$ cat src/rtl/gpio_pkg.sv
// shared constants and types for the 16-pin expander core
package gpio_pkg;
	// pin and bank geometry
	localparam int PIN_COUNT  = 16;
	localparam int BANK_WIDTH = 8;
	localparam int ADDR_WIDTH = 8;
	localparam int CNT_WIDTH  = 8;
	// bank select bit within the register address
	localparam int BANK_BIT   = 0;

	// register addresses, low bank even, high bank odd
	localparam logic [7:0] ADDR_STATE_LOW  = 8'h00;
	localparam logic [7:0] ADDR_STATE_HIGH = 8'h01;
	localparam logic [7:0] ADDR_OUT_LOW    = 8'h02;
	localparam logic [7:0] ADDR_OUT_HIGH   = 8'h03;
	localparam logic [7:0] ADDR_INV_LOW    = 8'h04;
	localparam logic [7:0] ADDR_INV_HIGH   = 8'h05;
	localparam logic [7:0] ADDR_DIR_LOW    = 8'h06;
	localparam logic [7:0] ADDR_DIR_HIGH   = 8'h07;
	localparam logic [7:0] ADDR_IER_LOW    = 8'h0A;
	localparam logic [7:0] ADDR_IER_HIGH   = 8'h0B;
	localparam logic [7:0] ADDR_TRI_LOW    = 8'h0C;
	localparam logic [7:0] ADDR_TRI_HIGH   = 8'h0D;
	localparam logic [7:0] ADDR_ISR_LOW    = 8'h0E;
	localparam logic [7:0] ADDR_ISR_HIGH   = 8'h0F;
	localparam logic [7:0] ADDR_RISE_LOW   = 8'h10;
	localparam logic [7:0] ADDR_RISE_HIGH  = 8'h11;
	localparam logic [7:0] ADDR_FALL_LOW   = 8'h12;
	localparam logic [7:0] ADDR_FALL_HIGH  = 8'h13;
	localparam logic [7:0] ADDR_FILT_LOW   = 8'h14;
	localparam logic [7:0] ADDR_FILT_HIGH  = 8'h15;

	// reset values, both banks together
	localparam logic [15:0] OUT_LEVEL_RESET = 16'hFFFF;
	localparam logic [15:0] INVERT_RESET    = 16'h0000;
	localparam logic [15:0] DIR_RESET       = 16'hFFFF;
	localparam logic [15:0] IRQ_EN_RESET    = 16'h0000;
	localparam logic [15:0] TRI_RESET       = 16'h0000;
	localparam logic [15:0] RISE_RESET      = 16'h0000;
	localparam logic [15:0] FALL_RESET      = 16'h0000;
	localparam logic [15:0] FILT_EN_RESET   = 16'hFFFF;

	// glitch filter timing: a level must hold more than this long
	localparam int CLK_PERIOD_PS = 5000;
	localparam int FILTER_NS     = 1075;
	localparam logic [7:0] FILTER_CYCLES =
		8'((FILTER_NS * 1000) / CLK_PERIOD_PS + 1);

	// register selector produced by the address decoder
	typedef enum logic [3:0] {
		REG_NONE, REG_STATE, REG_OUT, REG_INV, REG_DIR,
		REG_IER, REG_TRI, REG_ISR, REG_RISE, REG_FALL, REG_FILT
	} reg_id_t;
endpackage : gpio_pkg

$ cat src/rtl/pin_sync_if.sv
// carrier between the core and its pin synchroniser / filter
`timescale 1ns/1ps
interface pin_sync_if;
	logic [15:0] raw;  // pin levels as they arrive
	logic [15:0] sync; // two-flop synchronised levels
	logic [15:0] filt; // glitch-filtered levels

	// filter side receives raw pins and returns cleaned levels
	modport filter_mp (input raw, output sync, output filt);
	// core side feeds pins and consumes the results
	modport core_mp (output raw, input sync, input filt);
endinterface : pin_sync_if

$ cat src/rtl/gpio_expander_pin_interrupt_core.sv
// register file, pin control and edge interrupts of the expander
// interrupt modes per input pin, from the rise and fall selects:
//   neither set: any edge away from the captured level sets the
//     flag; a state read or a return to that level clears it
//   rise only:   a rising edge sets, only a state read clears
//   fall only:   a falling edge sets, only a state read clears
//   both set:    either edge sets, only a state read clears
// an output pin or one with its enable clear never flags, and any
// flag it held is dropped at once
//
// timing with the filter off: a pin change passes the two-flop
// synchroniser, shows as an edge in that same cycle, and the flag and
// the interrupt output follow on the next edge; with the filter on
// the new level must first hold for the full filter count, so
// shorter pulses never reach edge detection
//
// register port: one-cycle read and write strobes with an address
// equal to the command byte value; read data stands for one cycle,
// one cycle after its strobe, and is zero otherwise; a read and a
// write in one cycle are both honoured, the read seeing old data
//
// hazards: an edge in the cycle of a state read still sets its
// flag, but in any-edge mode the read captures the new level and
// revert clearing drops that flag one cycle later; toggling a filter
// enable can itself make an edge when filtered and raw levels differ
//
// limitation: edge detection uses the true pin level, so the
// polarity inversion changes only what a state read shows
//
// reset: all pins come up as inputs with their filters on, every
// interrupt enable clear, and the interrupt output released
`timescale 1ns/1ps
module gpio_expander_pin_interrupt_core
	import gpio_pkg::*;
(
	input  wire logic                  clk_i,       // system clock
	input  wire logic                  srst_i,      // sync reset
	input  wire logic                  reg_wr_i,    // register write
	input  wire logic                  reg_rd_i,    // register read
	input  wire logic [ADDR_WIDTH-1:0] reg_addr_i,  // register address
	input  wire logic [BANK_WIDTH-1:0] reg_wdata_i, // write data
	output logic      [BANK_WIDTH-1:0] reg_rdata_o, // read data
	output logic                       reg_rvalid_o,// read data valid
	input  wire logic [PIN_COUNT-1:0]  gpio_in_i,   // pin input levels
	output logic      [PIN_COUNT-1:0]  gpio_out_o,  // pin output levels
	output logic      [PIN_COUNT-1:0]  gpio_oe_o,   // pin drive enables
	output logic                       irq_n_o      // interrupt, low
);
	// complete state of the core
	typedef struct packed {
		logic [15:0] out_level; // output level register
		logic [15:0] invert;    // input polarity inversion
		logic [15:0] dir;       // direction, one is input
		logic [15:0] irq_en;    // interrupt enables
		logic [15:0] tri_en;    // output three-state controls
		logic [15:0] rise_sel;  // rising-edge selects
		logic [15:0] fall_sel;  // falling-edge selects
		logic [15:0] filt_en;   // glitch filter enables
		logic [15:0] status;    // pending interrupt flags
		logic [15:0] captured;  // levels seen at last state read
		logic [15:0] level_d;   // qualified level, one cycle old
		logic [15:0] oe;        // registered drive enables
		logic        irq_n;     // registered interrupt pin
		logic [7:0]  rdata;     // registered read data
		logic        rvalid;    // read data valid strobe
	} core_state_t;

	// values taken on reset
	localparam core_state_t CORE_RESET = '{
		out_level: OUT_LEVEL_RESET,
		invert:    INVERT_RESET,
		dir:       DIR_RESET,
		irq_en:    IRQ_EN_RESET,
		tri_en:    TRI_RESET,
		rise_sel:  RISE_RESET,
		fall_sel:  FALL_RESET,
		filt_en:   FILT_EN_RESET,
		oe:        ~DIR_RESET & ~TRI_RESET,
		irq_n:     1'b1,
		default:   '0
	};

	core_state_t st;      // registered state
	core_state_t next_st; // next state

	// working terms, all filled by the combinational process
	logic [15:0] level;      // level that feeds edge detection
	logic [15:0] rise;       // qualified rising edges
	logic [15:0] fall;       // qualified falling edges
	logic [15:0] armed;      // inputs with interrupts enabled
	logic [15:0] any_mode;   // pins in any-edge, revert-clear mode
	logic [15:0] set_irq;    // new interrupt events this cycle
	logic [15:0] read_clr;   // bits cleared by a state read
	logic [15:0] revert_clr; // bits cleared by input reverting
	logic [15:0] state_view; // what a state read shows
	logic [15:0] bank_mask;  // pins of the addressed bank
	reg_id_t     reg_id;     // decoded register

	// synchroniser and filter carrier
	pin_sync_if pins ();

	assign pins.raw = gpio_in_i;

	// synchronise and de-glitch every pin
	pin_filter u_pin_filter (
		.clk_i  (clk_i),
		.srst_i (srst_i),
		.pins   (pins.filter_mp)
	);

	// map an address onto one of the register pairs
	// the same decode serves reads and writes alike
	function automatic reg_id_t decode_reg(
		input logic [ADDR_WIDTH-1:0] addr
	);
		reg_id_t id;
		id = REG_NONE;
		if (addr == ADDR_STATE_LOW || addr == ADDR_STATE_HIGH) begin
			id = REG_STATE;
		end else if (addr == ADDR_OUT_LOW || addr == ADDR_OUT_HIGH) begin
			id = REG_OUT;
		end else if (addr == ADDR_INV_LOW || addr == ADDR_INV_HIGH) begin
			id = REG_INV;
		end else if (addr == ADDR_DIR_LOW || addr == ADDR_DIR_HIGH) begin
			id = REG_DIR;
		end else if (addr == ADDR_IER_LOW || addr == ADDR_IER_HIGH) begin
			id = REG_IER;
		end else if (addr == ADDR_TRI_LOW || addr == ADDR_TRI_HIGH) begin
			id = REG_TRI;
		end else if (addr == ADDR_ISR_LOW || addr == ADDR_ISR_HIGH) begin
			id = REG_ISR;
		end else if (addr == ADDR_RISE_LOW || addr == ADDR_RISE_HIGH)
		begin
			id = REG_RISE;
		end else if (addr == ADDR_FALL_LOW || addr == ADDR_FALL_HIGH)
		begin
			id = REG_FALL;
		end else if (addr == ADDR_FILT_LOW || addr == ADDR_FILT_HIGH)
		begin
			id = REG_FILT;
		end
		return id;
	endfunction : decode_reg

	// pin mask of the bank an address selects
	// used as the clear mask of a state read
	function automatic logic [15:0] bank_of(
		input logic [ADDR_WIDTH-1:0] addr
	);
		// odd addresses hold pins 15..8, even ones pins 7..0
		if (addr[BANK_BIT]) begin
			return 16'hFF00;
		end else begin
			return 16'h00FF;
		end
	endfunction : bank_of

	// write one byte into its bank of a 16-bit register
	// the other bank keeps its value, banks are independent
	function automatic logic [15:0] merge_byte(
		input logic [15:0]           old,
		input logic [BANK_WIDTH-1:0] data,
		input logic [ADDR_WIDTH-1:0] addr
	);
		if (addr[BANK_BIT]) begin
			return {data, old[7:0]};
		end else begin
			return {old[15:8], data};
		end
	endfunction : merge_byte

	// pick the addressed byte out of a 16-bit register
	// reads never disturb the register they look at
	function automatic logic [7:0] pick_byte(
		input logic [15:0]           word,
		input logic [ADDR_WIDTH-1:0] addr
	);
		if (addr[BANK_BIT]) begin
			return word[15:8];
		end else begin
			return word[7:0];
		end
	endfunction : pick_byte

	// all next-state logic of the core
	always_comb begin
		next_st   = st;
		reg_id    = decode_reg(reg_addr_i);
		bank_mask = bank_of(reg_addr_i);

		// edges compare against last cycle's qualified level, so a
		// filter switch with differing levels shows as one edge
		// filtered pins use the held level, others the raw sample
		level = (st.filt_en & pins.filt)
			| (~st.filt_en & pins.sync);
		rise  = level & ~st.level_d;
		fall  = ~level & st.level_d;

		// only enabled inputs may ever flag an interrupt
		// dropping flags of disarmed pins keeps stale events from
		// surfacing when the pin is enabled again
		armed    = st.dir & st.irq_en;
		any_mode = ~st.rise_sel & ~st.fall_sel;

		// edge qualification per mode; any-edge counts a move away
		// from the captured level, a move back is a revert
		set_irq = armed & (
			(any_mode & (rise | fall) & (level ^ st.captured))
			| (st.rise_sel & rise)
			| (st.fall_sel & fall));

		// revert clearing exists only in any-edge mode
		revert_clr = any_mode & ~(level ^ st.captured);

		// a state read clears its own bank
		// the other bank keeps its flags untouched
		if (reg_rd_i && reg_id == REG_STATE) begin
			read_clr = bank_mask;
		end else begin
			read_clr = 16'h0000;
		end

		// a new event wins over any clear in the same cycle
		next_st.status = armed & (set_irq
			| (st.status & ~read_clr & ~revert_clr));
		next_st.level_d = level;

		// state read snapshots levels for revert clearing
		next_st.captured = (st.captured & ~read_clr)
			| (level & read_clr);

		// readback: inputs show sensed level, outputs written level
		// inputs read the synchronised raw level, not the filtered
		// one, so a read shows the pin as it is now
		state_view = (st.dir & (pins.sync ^ st.invert))
			| (~st.dir & st.out_level);

		// register writes; state and status pairs take none
		if (reg_wr_i) begin
			if (reg_id == REG_OUT) begin
				next_st.out_level = merge_byte(st.out_level,
					reg_wdata_i, reg_addr_i);
			end else if (reg_id == REG_INV) begin
				next_st.invert = merge_byte(st.invert,
					reg_wdata_i, reg_addr_i);
			end else if (reg_id == REG_DIR) begin
				next_st.dir = merge_byte(st.dir,
					reg_wdata_i, reg_addr_i);
			end else if (reg_id == REG_IER) begin
				next_st.irq_en = merge_byte(st.irq_en,
					reg_wdata_i, reg_addr_i);
			end else if (reg_id == REG_TRI) begin
				next_st.tri_en = merge_byte(st.tri_en,
					reg_wdata_i, reg_addr_i);
			end else if (reg_id == REG_RISE) begin
				next_st.rise_sel = merge_byte(st.rise_sel,
					reg_wdata_i, reg_addr_i);
			end else if (reg_id == REG_FALL) begin
				next_st.fall_sel = merge_byte(st.fall_sel,
					reg_wdata_i, reg_addr_i);
			end else if (reg_id == REG_FILT) begin
				next_st.filt_en = merge_byte(st.filt_en,
					reg_wdata_i, reg_addr_i);
			end
			// state, status and unmapped writes fall through
		end

		// read data, one cycle after the request
		// zero between answers so stale data is easy to spot
		next_st.rvalid = reg_rd_i;
		if (!reg_rd_i) begin
			next_st.rdata = 8'h00;
		end else if (reg_id == REG_STATE) begin
			next_st.rdata = pick_byte(state_view, reg_addr_i);
		end else if (reg_id == REG_OUT) begin
			next_st.rdata = pick_byte(st.out_level, reg_addr_i);
		end else if (reg_id == REG_INV) begin
			next_st.rdata = pick_byte(st.invert, reg_addr_i);
		end else if (reg_id == REG_DIR) begin
			next_st.rdata = pick_byte(st.dir, reg_addr_i);
		end else if (reg_id == REG_IER) begin
			next_st.rdata = pick_byte(st.irq_en, reg_addr_i);
		end else if (reg_id == REG_TRI) begin
			next_st.rdata = pick_byte(st.tri_en, reg_addr_i);
		end else if (reg_id == REG_ISR) begin
			next_st.rdata = pick_byte(st.status, reg_addr_i);
		end else if (reg_id == REG_RISE) begin
			next_st.rdata = pick_byte(st.rise_sel, reg_addr_i);
		end else if (reg_id == REG_FALL) begin
			next_st.rdata = pick_byte(st.fall_sel, reg_addr_i);
		end else if (reg_id == REG_FILT) begin
			next_st.rdata = pick_byte(st.filt_en, reg_addr_i);
		end else begin
			// unmapped addresses read as zero
			next_st.rdata = 8'h00;
		end

		// drive only outputs that are not three-stated
		// taken from the next values so the pins follow a write
		// on the same edge as the register itself
		next_st.oe = ~next_st.dir & ~next_st.tri_en;

		// interrupt pin follows the pending flags
		// also from the next flags, so the pin and the status bits
		// never disagree for a cycle
		next_st.irq_n = ~|next_st.status;
	end

	// state register
	// synchronous reset puts every field back to power-up values
	always_ff @(posedge clk_i) begin
		if (srst_i) begin
			st <= CORE_RESET;
		end else begin
			st <= next_st;
		end
	end

	// outputs straight from the state flops
	assign reg_rdata_o  = st.rdata;
	assign reg_rvalid_o = st.rvalid;
	assign gpio_out_o   = st.out_level;
	assign gpio_oe_o    = st.oe;
	assign irq_n_o      = st.irq_n;
endmodule : gpio_expander_pin_interrupt_core

$ cat src/rtl/pin_filter.sv
// two-flop synchroniser and per-pin stability filter
`timescale 1ns/1ps
module pin_filter
	import gpio_pkg::*;
(
	input  wire logic  clk_i,
	input  wire logic  srst_i,
	pin_sync_if.filter_mp pins
);
	// complete state of the filter
	typedef struct packed {
		logic [15:0]                 sync1; // first sampling stage
		logic [15:0]                 sync2; // second sampling stage
		logic [15:0]                 filt;  // accepted stable level
		logic [15:0][CNT_WIDTH-1:0]  cnt;   // cycles of disagreement
	} filter_state_t;

	filter_state_t st;      // registered state
	filter_state_t next_st; // next state

	// next-state logic for every pin
	always_comb begin
		next_st       = st;
		next_st.sync1 = pins.raw;
		next_st.sync2 = st.sync1;
		for (int i = 0; i < PIN_COUNT; i++) begin
			if (st.sync2[i] == st.filt[i]) begin
				// level agrees, restart the hold count
				next_st.cnt[i] = '0;
			end else if (st.cnt[i] == FILTER_CYCLES - 8'h01) begin
				// new level held long enough, accept it
				next_st.filt[i] = st.sync2[i];
				next_st.cnt[i]  = '0;
			end else begin
				// still counting; short pulses die here
				next_st.cnt[i] = st.cnt[i] + 8'h01;
			end
		end
	end

	// state register
	always_ff @(posedge clk_i) begin
		if (srst_i) begin
			st <= '0;
		end else begin
			st <= next_st;
		end
	end

	assign pins.sync = st.sync2;
	assign pins.filt = st.filt;
endmodule : pin_filter

$ cat config.mk
export PLATFORM = sky130hd
export DESIGN_NAME = gpio_expander_pin_interrupt_core
export DESIGN_NICKNAME = d
export VERILOG_FILES = /design/src/rtl/gpio_pkg.sv /design/src/rtl/pin_sync_if.sv /design/src/rtl/gpio_expander_pin_interrupt_core.sv /design/src/rtl/pin_filter.sv
export SDC_FILE = /design/constraint.sdc
export NUM_CORES = 1
export LEC_CHECK = 0
export BUFFER_PORTS_ARGS = -buffer_cell sky130_fd_sc_hd__buf_2
export CORE_ASPECT_RATIO = 0.75
export CORE_MARGIN = 1.5
export CORE_UTILIZATION = 52
export CTS_BUF_LIST = sky130_fd_sc_hd__clkbuf_16
export CTS_CLUSTER_DIAMETER = 80
export CTS_CLUSTER_SIZE = 14
export DETAILED_ROUTE_END_ITERATION = 8
export GPL_TIMING_DRIVEN = 0
export PLACE_DENSITY = 0.69
export SLEW_MARGIN = 20
export SYNTH_ARGS = -nofsm -noshare
export SYNTH_HDL_FRONTEND = slang
export SYNTH_HIERARCHICAL = 1
export SYNTH_SLANG_ARGS = --single-unit
$ cat constraint.sdc
create_clock -name clk_i -period 5.8 [get_ports clk_i]
set_input_delay 1.45 -clock clk_i [delete_from_list [all_inputs] [get_ports clk_i]]
set_output_delay 1.45 -clock clk_i [all_outputs]
set_load 0.005 [all_outputs]
==> results.py, run 1 <==
metrics = {
    "outcome": {
        "status": "completed",
    },
    "critical_path": {
        "reg2reg_from": "st[82]",
        "r2r-end": "irq_n_o",
        "r2r_cells": 7,
        "cp_data_required_time_ps": 6280,
        "reg2reg_slack_ps": 2970,
        "end_kind": "flop",
        "crit_path_start_kind": "primary input",
        "critical_path.max_fanout": 10,
        "critical_path_arrival_ps": 4140,
        "criticalPathCategory": "primary input to flop",
    },
    "timing": {
        "min_period_ps": 3660,
        "hold_violations": 0,
        "relSlewSlack_pct": 10.6,
        "worstMarginPinSlew_ps": 1330,
        "fmax_mhz": 273,
        "finalSetupTns_ps": 0,
        "fin_crit_sh_pct": 63.1,
        "finalSetupViolations": 0,
        "finClkSkew_ps": 19.8,
        "rsz0062_at_grt": "no",
        "final-max-slew-violation-count": 0,
    },
    "die": {
        "pin_count": 78,
        "die_area_um2": 35200,
        "coreArea_um2": 33500,
        "die_h_um": 163,
        "rows": 58,
        "start_util_pct": 52.9,
        "die_w_um": 216,
    },
    "detailed_routing": {
        "drt_iter0_markers": 1779,
        "drt-vias-per-instance": 6.03,
        "vias": 15523,
        "antenna_left": 0,
        "drt-total-wl_mm": 55.7,
        "wl_per_cell_um": 21.6,
        "dr.pass1.iters": 7,
        "drcViolationCount": 0,
    },
    "synthesis": {
        "synth_edf_count": 0,
        "synth_nets": 2100,
        "synth_xor_area_share_pct": 3.65,
        "synth.distinct_cells": 74,
        "synth_top_area_share_pct": 42.7,
        "synthSimpleGateAreaFrac_pct": 21.3,
        "ys_warn_count": 6,
        "synth_top_family_by_area": "simple AND/OR/NAND/NOR gates",
        "async_flop_share_pct": 0,
        "synth_area_leader_cell": "dfxtp_1",
        "synth_area_leaders": "dfxtp_1, nand2_1, mux2i_1",
        "synth_compound_area_share_pct": 16.0,
        "muxShareOfSynthArea_pct": 6.21,
        "avgSynthCellArea_um2": 8.80,
        "synth_adder_area_share_pct": 3.39,
        "dominantRegCellSynth": "dfxtp_1",
        "ys_seq_elements": 378,
        "syn_inst": 2016,
        "ys_seq_area_share_pct": 42.7,
        "syn_area_um2": 17700,
    },
    "placed_design": {
        "gp_congestion": 1.01,
        "hpwl_mm": 42.0,
        "numPortBuffers": 75,
    },
    "clock_network": {
        "clock_sinks": 378,
        "clk_pin_slew_worst_paths_ps": 70,
        "h-tree-depth": 1,
        "cts-resized-gates": 0,
        "worstSkewPairLatency_ps": 590,
        "cts_setup_buffers": 0,
        "cts_tree": "built",
        "clk_path_buf_depth": 3,
        "holdBufCountCts": 0,
        "cts_root_buffer": "clkbuf_16",
        "cts_buffers": 30,
    },
    "cells_and_area": {
        "final_cell_mix": "dfxtp_1, nand2_1, a21oi_1",
        "seqCellArea_um2": 7570,
        "fin_util_pct": 58.0,
        "area_growth_pct": 9.70,
        "multi_input_area_um2": 8950,
        "fillerInstances": 3081,
        "drive_gt1_share_pct": 13.0,
        "fin_nets": 2207,
        "final_common_cell": "dfxtp_1",
    },
    "min_path": {
        "hp-start": "u_pin_filter/next_st[147]",
        "whs_path_depth": 1,
        "hp-class": "flop to flop",
        "hold_end": "u_pin_filter/pins.sync[3]",
    },
    "grt": {
        "grt_pass1_wl_mm": 83.2,
        "grt_max_degree": 15,
        "antenna_found_initial": 0,
        "track_usage_pct": 31.1,
        "grtUsageMet1_pct": 44.0,
        "use_met2_pct": 44.3,
        "grt_pass1_vias": 14120,
        "grt_use_met3_pct": 11.3,
        "grt_busiest_layer": "met2",
        "overflow": 0,
    },
    "pwr": {
        "leakagePower_nw": 7.50,
        "ir_drop_uv": 249,
        "powerDensity_nw_per_um2": 242,
    },
    "flow_run": {
        "cap_viol_max_count": 0,
    },
}
-- report_power, final --
group	switching [W]	leakage (nW)	internal (W)
clock	0.000912	0.382	0.000933
sequential	0.0000117	3.05	0.00261
combinational	0.000168	4.07	0.0000656
total	0.00109	7.50	0.00361
-- cell usage after synthesis, types with 10 or more instances --
| cell type | instances |
|---|---|
| nand2_1 | 260 |
| a211oi_1 | 37 |
| buf_2 | 26 |
| nand4_1 | 30 |
| inv_1 | 63 |
| a221oi_1 | 13 |
| a31oi_1 | 15 |
| nor2b_1 | 38 |
| a22oi_1 | 13 |
| nor2_1 | 138 |
| o31ai_1 | 13 |
| mux2_2 | 14 |
| a21oi_1 | 159 |
| o211ai_1 | 10 |
| or3_1 | 49 |
| xnor2_1 | 46 |
| mux2i_1 | 82 |
| or4b_1 | 11 |
| nand3_1 | 95 |
| a222oi_1 | 17 |
| clkbuf_1 | 58 |
| dfxtp_1 | 378 |
| buf_4 | 76 |
| xor2_1 | 28 |
| nand3b_1 | 10 |
| nor3_1 | 35 |
| o311ai_0 | 12 |
| ha_1 | 48 |
| o21ai_0 | 79 |
| and3_1 | 28 |
-- kinds of logic after synthesis --
kind of cell               after synthesis
DFF                                    378
muxes                                  105
buffers and inverters                  229
and+or+nand+nor                        752
xor gates and xnor gates                74
adders and majority gates               48
AOI/OAI and AO/OA                      430
-- critical path, stage by stage --
cell and delay (ps):
buf_2 140, buf_2 270, buf_1 570, clkbuf_1 750
a221oi_1 140, a31oi_1 250, o211ai_1 300, o21ai_0 260
-- per-stage QoR --
step | area [um2] | setup WS (ps) | total power, W | hold slack [ps] | cells
after global placement | 18700 | 1790 | 0.00290 | 421 | 2541
after detailed placement | 18700 | 1830 | 0.00291 | 424 | 2541
final | 19500 | 2140 | 0.00470 | 434 | 2574
after global routing | 19500 | 2290 | 0.00484 | 458 | 2572
after floorplan | 17700 | 2760 | 0.00280 | 414 | 2016
after CTS | 19500 | 2420 | 0.00472 | 437 | 2572
-- area by class of cell --
type / instances / share of cell area [%]
multi-input combinational: 1409 / 46.0
sequential: 378 / 38.9
buffer: 166 / 5.05
clock buffer: 31 / 3.99
tap: 450 / 2.89
timing repair buffer: 75 / 1.93
inverter: 63 / 1.22
antenna: 2 / 0.0257
-- layer usage --
layer  routed length, um  share of wire (%)  vias to the layer above
li1                    -                  -                     7316
met1               24700                 44                     7405
met2               22300                 40                      695
met3                7230                 13                      107
met4                1560                2.8                        0
met5                   0                  0                        -
-- flip-flops by register name (all words and copies together), names as in the netlist, named ones only --
register / count
gpio_oe_o: 16
gpio_out_o: 16
irq_n_o: 1
reg_rdata_o: 8
reg_rvalid_o: 1
st: 144
u_pin_filter/next_st: 16
u_pin_filter/pins.filt: 16
u_pin_filter/pins.sync: 16
u_pin_filter/st: 128
-- worst max path at each step --
stage | from | endpoint | cells past startpoint
2_1_floorplan | reg_addr_i[3] | irq_n_o | 9
3_3_place_gp | reg_addr_i[0] | reg_rdata_o[5] | 8
3_5_place_dp | reg_addr_i[0] | reg_rdata_o[5] | 8
4_1_cts | reg_addr_i[0] | reg_rdata_o[5] | 8
5_1_grt | reg_addr_i[0] | reg_rdata_o[5] | 8
6_report | reg_addr_i[0] | reg_rdata_o[5] | 8
Note: power is estimated with default switching activity, not from simulation.
==> run 2, diff against run 1 <==
--- a/config.mk
+++ b/config.mk
@@ -14,7 +14,7 @@
 export CTS_CLUSTER_SIZE = 14
 export DETAILED_ROUTE_END_ITERATION = 8
 export GPL_TIMING_DRIVEN = 0
-export PLACE_DENSITY = 0.69
+export PLACE_DENSITY = 0.72
 export SLEW_MARGIN = 20
 export SYNTH_ARGS = -nofsm -noshare
 export SYNTH_HDL_FRONTEND = slang
==> constraint.sdc (replaced) <==
create_clock -name clk_i -period 3.05 [get_ports clk_i]
set_input_delay 0.7625 -clock clk_i [delete_from_list [all_inputs] [get_ports clk_i]]
set_output_delay 0.7625 -clock clk_i [all_outputs]
set_load 0.005 [all_outputs]
==> run 2 against run 1 <==
Sequential power increased by 90%; via count increased by 0.68%; worst setup slack got worse by 2000 ps; non-clock buffer count unchanged; clock power increased by 88%; cell area about the same; routed wire length increased by 0.18%; critical endpoint unchanged; utilization about the same; first-iteration DRC count increased by 2.4%; largest cell class unchanged; clock skew increased by 4.9 ps; global-route usage increased by 0.065 points; combinational power increased by 91%.
==> results.py, run 2 (same netlist as run 1, synthesis figures left out) <==
metrics = {
    "outcome": {
        "status": "completed",
    },
    "cells_and_area": {
        "instances_no_fill": 2572,
        "final_cell_mix": "dfxtp_1, nand2_1, a21oi_1",
        "area_growth_pct": 9.61,
        "largest-register": "st",
        "largest_reg_flops": 144,
        "n_antenna_cell": 0,
        "final_common_cell": "dfxtp_1",
        "fin_nets": 2207,
        "drive_gt1_share_pct": 12.9,
        "reg.largest.list": "st: 144 flops, u_pin_filter/st: 128 flops",
    },
    "grt": {
        "overflow": 0,
        "grt_use_met3_pct": 9.23,
        "grtUsageMet1_pct": 44.5,
        "track_usage_pct": 31.2,
        "use_met2_pct": 45.1,
        "grt_pass1_wl_mm": 84.1,
        "antenna_found_initial": 0,
        "grt_busiest_layer": "met2",
        "grt_pass1_vias": 14348,
        "grt_max_degree": 16,
    },
    "die": {
        "coreArea_um2": 33500,
        "rows": 58,
        "pin_count": 78,
        "start_util_pct": 52.9,
        "die_h_um": 163,
        "die_w_um": 216,
        "die_area_um2": 35200,
    },
    "detailed_routing": {
        "vias": 15629,
        "drt_iter0_markers": 1822,
        "drt-vias-per-instance": 6.08,
        "antenna_left": 0,
        "drcViolationCount": 0,
        "dr.pass1.iters": 6,
        "drt-total-wl_mm": 55.8,
        "wl_per_cell_um": 21.7,
    },
    "placed_design": {
        "numPortBuffers": 75,
        "placedCellCount": 2541,
        "hpwl_mm": 42.3,
        "gp_congestion": 1.03,
    },
    "timing": {
        "rsz0062_at_grt": "no",
        "min_period_ps": 2880,
        "fin_crit_sh_pct": 94.5,
        "finClkSkew_ps": 24.7,
        "finalSetupViolations": 0,
        "finalSetupTns_ps": 0,
        "worstMarginPinSlew_ps": 1170,
        "relSlewSlack_pct": 21.9,
        "fmax_mhz": 347,
        "final-max-slew-violation-count": 0,
        "hold_violations": 0,
    },
    "pwr": {
        "p_sw_w": 0.00210,
        "pwr-share-seq_pct": 55.9,
        "ir_drop_uv": 414,
        "combinationalPowerShare_pct": 5.0,
        "swShare_pct": 23.5,
        "p_total_w": 0.00892,
        "leakagePower_nw": 7.49,
        "intPower_w": 0.00682,
        "power_frac_clock_pct": 39.1,
        "powerDensity_nw_per_um2": 459,
    },
    "clock_network": {
        "cts_root_buffer": "clkbuf_16",
        "clock_sinks": 378,
        "worstSkewPairLatency_ps": 600,
        "cts_setup_buffers": 0,
        "holdBufCountCts": 0,
        "h-tree-depth": 1,
        "clk_path_buf_depth": 3,
        "cts-resized-gates": 0,
        "clk_pin_slew_worst_paths_ps": 70,
        "cts_tree": "built",
        "cts_buffers": 30,
    },
    "critical_path": {
        "cpPeakStageDelay_ps": 740,
        "cp_cell_sequence": "buf_2 > nor4_1 > and3_1 > buf_2 > buf_4 > a21oi_1 > o21ai_0 > o211ai_1 > o21ai_0",
        "end_kind": "flop",
        "critical_path.max_fanout": 10,
        "critical_path_arrival_ps": 3370,
        "crit_path_start_kind": "primary input",
        "reg2reg_from": "st[83]",
        "slowest_stage": "nor4_1",
        "reg2reg_slack_ps": 290,
        "criticalPathCategory": "primary input to flop",
        "r2r-end": "irq_n_o",
        "cp_data_required_time_ps": 3540,
        "r2r_cells": 8,
    },
    "min_path": {
        "hold_end": "u_pin_filter/next_st[144]",
        "hp-start": "gpio_in_i[0]",
        "hp-class": "primary input to flop",
        "whs_path_depth": 2,
    },
    "flow_run": {
        "cap_viol_max_count": 0,
    },
}
## run 2: worst max path at each step
stage | endpoint | slack (ps) | from
after floorplan | irq_n_o | 700 | reg_addr_i[3]
after global placement | reg_rdata_o[5] | -260 | reg_addr_i[7]
after detailed placement | reg_rdata_o[5] | -240 | reg_addr_i[7]
after CTS | reg_rdata_o[5] | 360 | reg_addr_i[7]
after global routing | flop | 190 | reg_addr_i[7]
final | reg_rdata_o[5] | 170 | reg_addr_i[7]
## run 2: worst max-delay path, delay by kind of cell
family                 cells  cell delay, ps
AOI/OAI and AO/OA          4             660
buffers and inverters      3             700
and+or+nand+nor            2            1230
## run 2: layer usage
| metal | wire length [um] | part of all wire [%] |
|---|---|---|
| met5 | 0 | 0 |
| met4 | 1590 | 2.9 |
| met3 | 6680 | 12 |
| met2 | 22700 | 41 |
| met1 | 24900 | 45 |
## run 2: layout make-up
cell class	instances	area, um2
fillers	3040	14100
inverters	63	236
clock buffers	30	751
flip-flops and latches	378	7570
multi-input cells	1409	8950
clock inverters	1	16.3
well taps	450	563
repair buffers	75	375
plain buffers	166	981
## run 2: per-stage QoR
| step | hold slack [ps] | worst slack, ps | area, um2 | util [%] |
|---|---|---|---|---|
| floorplan | 414 | 700 | 17700 | - |
| global placement | 417 | -258 | 18700 | 55.7 |
| detailed placement | 429 | -242 | 18700 | 55.7 |
| CTS | 359 | 365 | 19400 | 58.0 |
| global route | 380 | 186 | 19400 | 58.0 |
| finish | 378 | 168 | 19400 | 58.0 |
## run 2: power groups by stage
stage | Clock, W | Sequential, W | Combinational, W
after global placement | 0 | 0.00510 | 0.000425
after detailed placement | 0 | 0.00510 | 0.000427
final | 0.00348 | 0.00499 | 0.000448
after CTS | 0.00353 | 0.00499 | 0.000428
after floorplan | 0 | 0.00509 | 0.000231
after global routing | 0.00371 | 0.00499 | 0.000461
==> run 3, diff against run 2 <==
--- a/config.mk
+++ b/config.mk
@@ -8,13 +8,12 @@
 export BUFFER_PORTS_ARGS = -buffer_cell sky130_fd_sc_hd__buf_2
 export CORE_ASPECT_RATIO = 0.75
 export CORE_MARGIN = 1.5
-export CORE_UTILIZATION = 52
+export CORE_UTILIZATION = 40
 export CTS_BUF_LIST = sky130_fd_sc_hd__clkbuf_16
 export CTS_CLUSTER_DIAMETER = 80
 export CTS_CLUSTER_SIZE = 14
 export DETAILED_ROUTE_END_ITERATION = 8
 export GPL_TIMING_DRIVEN = 0
-export PLACE_DENSITY = 0.72
 export SLEW_MARGIN = 20
 export SYNTH_ARGS = -nofsm -noshare
 export SYNTH_HDL_FRONTEND = slang
==> run 3 against run 2 <==
Sequential share of layout area is 0.36 points lower; routed wire length is 2.5% higher; clock skew is 5.0 ps higher; highest routed layer unchanged.
==> results.py, run 3 (same netlist as run 1, synthesis figures left out) <==
metrics = {
    "timing": {
        "worst_slack_ps": 190,
        "fmax_mhz": 350,
        "holdWs_ps": 354,
        "finClkSkew_ps": 29.8,
        "min_period_ps": 2860,
        "rsz0062_at_grt": "no",
        "relSlewSlack_pct": 24.9,
        "hold_violations": 0,
        "worstMarginPinSlew_ps": 1130,
        "final-max-slew-violation-count": 0,
        "finalSetupViolations": 0,
        "fin_crit_sh_pct": 93.8,
    },
    "detailed_routing": {
        "drt-vias-per-instance": 5.74,
        "drt_iter0_markers": 1752,
        "drcViolationCount": 0,
        "wl_per_cell_um": 21.2,
        "dr.pass1.iters": 6,
        "antenna_left": 0,
        "vias": 15507,
        "drt-total-wl_mm": 57.2,
    },
    "grt": {
        "grt_pass1_wl_mm": 85.0,
        "overflow": 0,
        "grt_max_degree": 17,
        "track_usage_pct": 24.8,
        "grt_pass1_vias": 14002,
        "antenna_found_initial": 2,
    },
    "cells_and_area": {
        "reg.largest.list": "st: 144 flops, u_pin_filter/st: 128 flops",
        "largest-register": "st",
        "fin_nets": 2207,
        "drive_gt1_share_pct": 13.0,
        "fillerInstances": 4260,
        "final_common_cell": "dfxtp_1",
        "largest_reg_flops": 144,
        "area_growth_pct": 10.6,
        "final_cell_mix": "dfxtp_1, nand2_1, a21oi_1",
    },
    "clock_network": {
        "cts-resized-gates": 0,
        "holdBufCountCts": 0,
        "worstSkewPairLatency_ps": 620,
        "cts_setup_buffers": 0,
        "cts_tree": "built",
        "clock_sinks": 378,
        "cts_buffers": 30,
        "clk_path_buf_depth": 3,
        "clk_pin_slew_worst_paths_ps": 60,
        "cts_root_buffer": "clkbuf_16",
        "h-tree-depth": 1,
    },
    "die": {
        "die_area_um2": 45600,
        "die_w_um": 246,
        "die_h_um": 185,
        "pin_count": 78,
        "start_util_pct": 40.8,
        "coreArea_um2": 43500,
        "rows": 66,
    },
    "placed_design": {
        "preCtsSetupSlack_ps": -248,
        "gp_congestion": 0.996,
        "hpwl_mm": 43.7,
        "numPortBuffers": 75,
    },
    "critical_path": {
        "critical_path_arrival_ps": 3320,
        "crit_path_start_kind": "primary input",
        "critPathMostFrequentCell": "buf_2",
        "cp_data_required_time_ps": 3510,
        "criticalPathCategory": "primary input to flop",
        "end_kind": "flop",
        "critical_path.max_fanout": 10,
        "cpPeakStageDelay_ps": 740,
        "slowest_stage": "clkbuf_1",
        "cp_cell_sequence": "buf_2 > buf_2 > buf_1 > clkbuf_1 > mux2i_1 > o21ai_0 > a32oi_1 > o32ai_1",
    },
    "flow_run": {
        "cap_viol_max_count": 0,
    },
    "pwr": {
        "p_sw_w": 0.00214,
        "ir_drop_uv": 456,
        "leakagePower_nw": 7.50,
        "swShare_pct": 23.9,
        "combinationalPowerShare_pct": 5.0,
        "intPower_w": 0.00683,
        "power_frac_clock_pct": 39.3,
        "pwr-share-seq_pct": 55.6,
        "powerDensity_nw_per_um2": 457,
    },
    "min_path": {
        "hp-class": "primary input to flop",
    },
    "outcome": {
        "status": "completed",
    },
}
==> run 3: final timing paths <==
kind	start	to	slack [ps]	cells after the start
setup / recovery	reg_addr_i[0]	reg_rdata_o[6]	190	8
hold / removal	gpio_in_i[5]	u_pin_filter/next_st[149]	350	2
setup reg to reg	u_pin_filter/pins.sync[12]	irq_n_o	380	9
hold reg to reg	u_pin_filter/next_st[145]	u_pin_filter/pins.sync[1]	440	1
==> run 3: cell type report <==
cell class                 count  area (um2)  area share (%)
multi-input combinational   1409        8960            45.6
antenna                        1        2.50          0.0128
clock buffer                  30         751            3.83
tap                          578         723            3.69
inverter                      63         236            1.20
timing repair buffer          75         375            1.91
sequential                   378        7570            38.6
clock inverter                 1        30.0           0.153
buffer                       166         981            5.00
==> run 3: critical path: cells and delay by family <==
family | cells | cell delay, ps
AO/OA/AOI/OAI | 3 | 480
buffers and inverters | 4 | 1710
multiplexers | 1 | 360
==> run 3: layer usage <==
metal / vias to the layer above / track usage [%] / share of wire (%)
met5: - / 0 / 0
li1: 7322 / - / -
met4: 0 / 6.40 / 2.5
met2: 640 / 35.1 / 40
met1: 7451 / 36.9 / 47
met3: 94 / 6.20 / 11
==> run 3: metrics by stage <==
stage,power (W),setup TNS [ps],area (um2),utilization [%],std cells
2_1_floorplan,0.00533,0,17700,-,2016
3_3_place_gp,0.00554,-2530,18800,43.3,2669
3_5_place_dp,0.00554,-2230,18800,43.3,2669
4_1_cts,0.00905,0,19600,45.1,2700
5_1_grt,0.00927,0,19600,45.1,2700
6_report,0.00897,0,19600,45.1,2701
==> run 3: power by group through the flow <==
stage	clock network, W	logic (W)	registers (W)
finish	0.00353	0.000452	0.00499
global route	0.00381	0.000471	0.00499
CTS	0.00362	0.000438	0.00499
detailed placement	0	0.000437	0.00510
global placement	0	0.000436	0.00510
floorplan	0	0.000231	0.00509
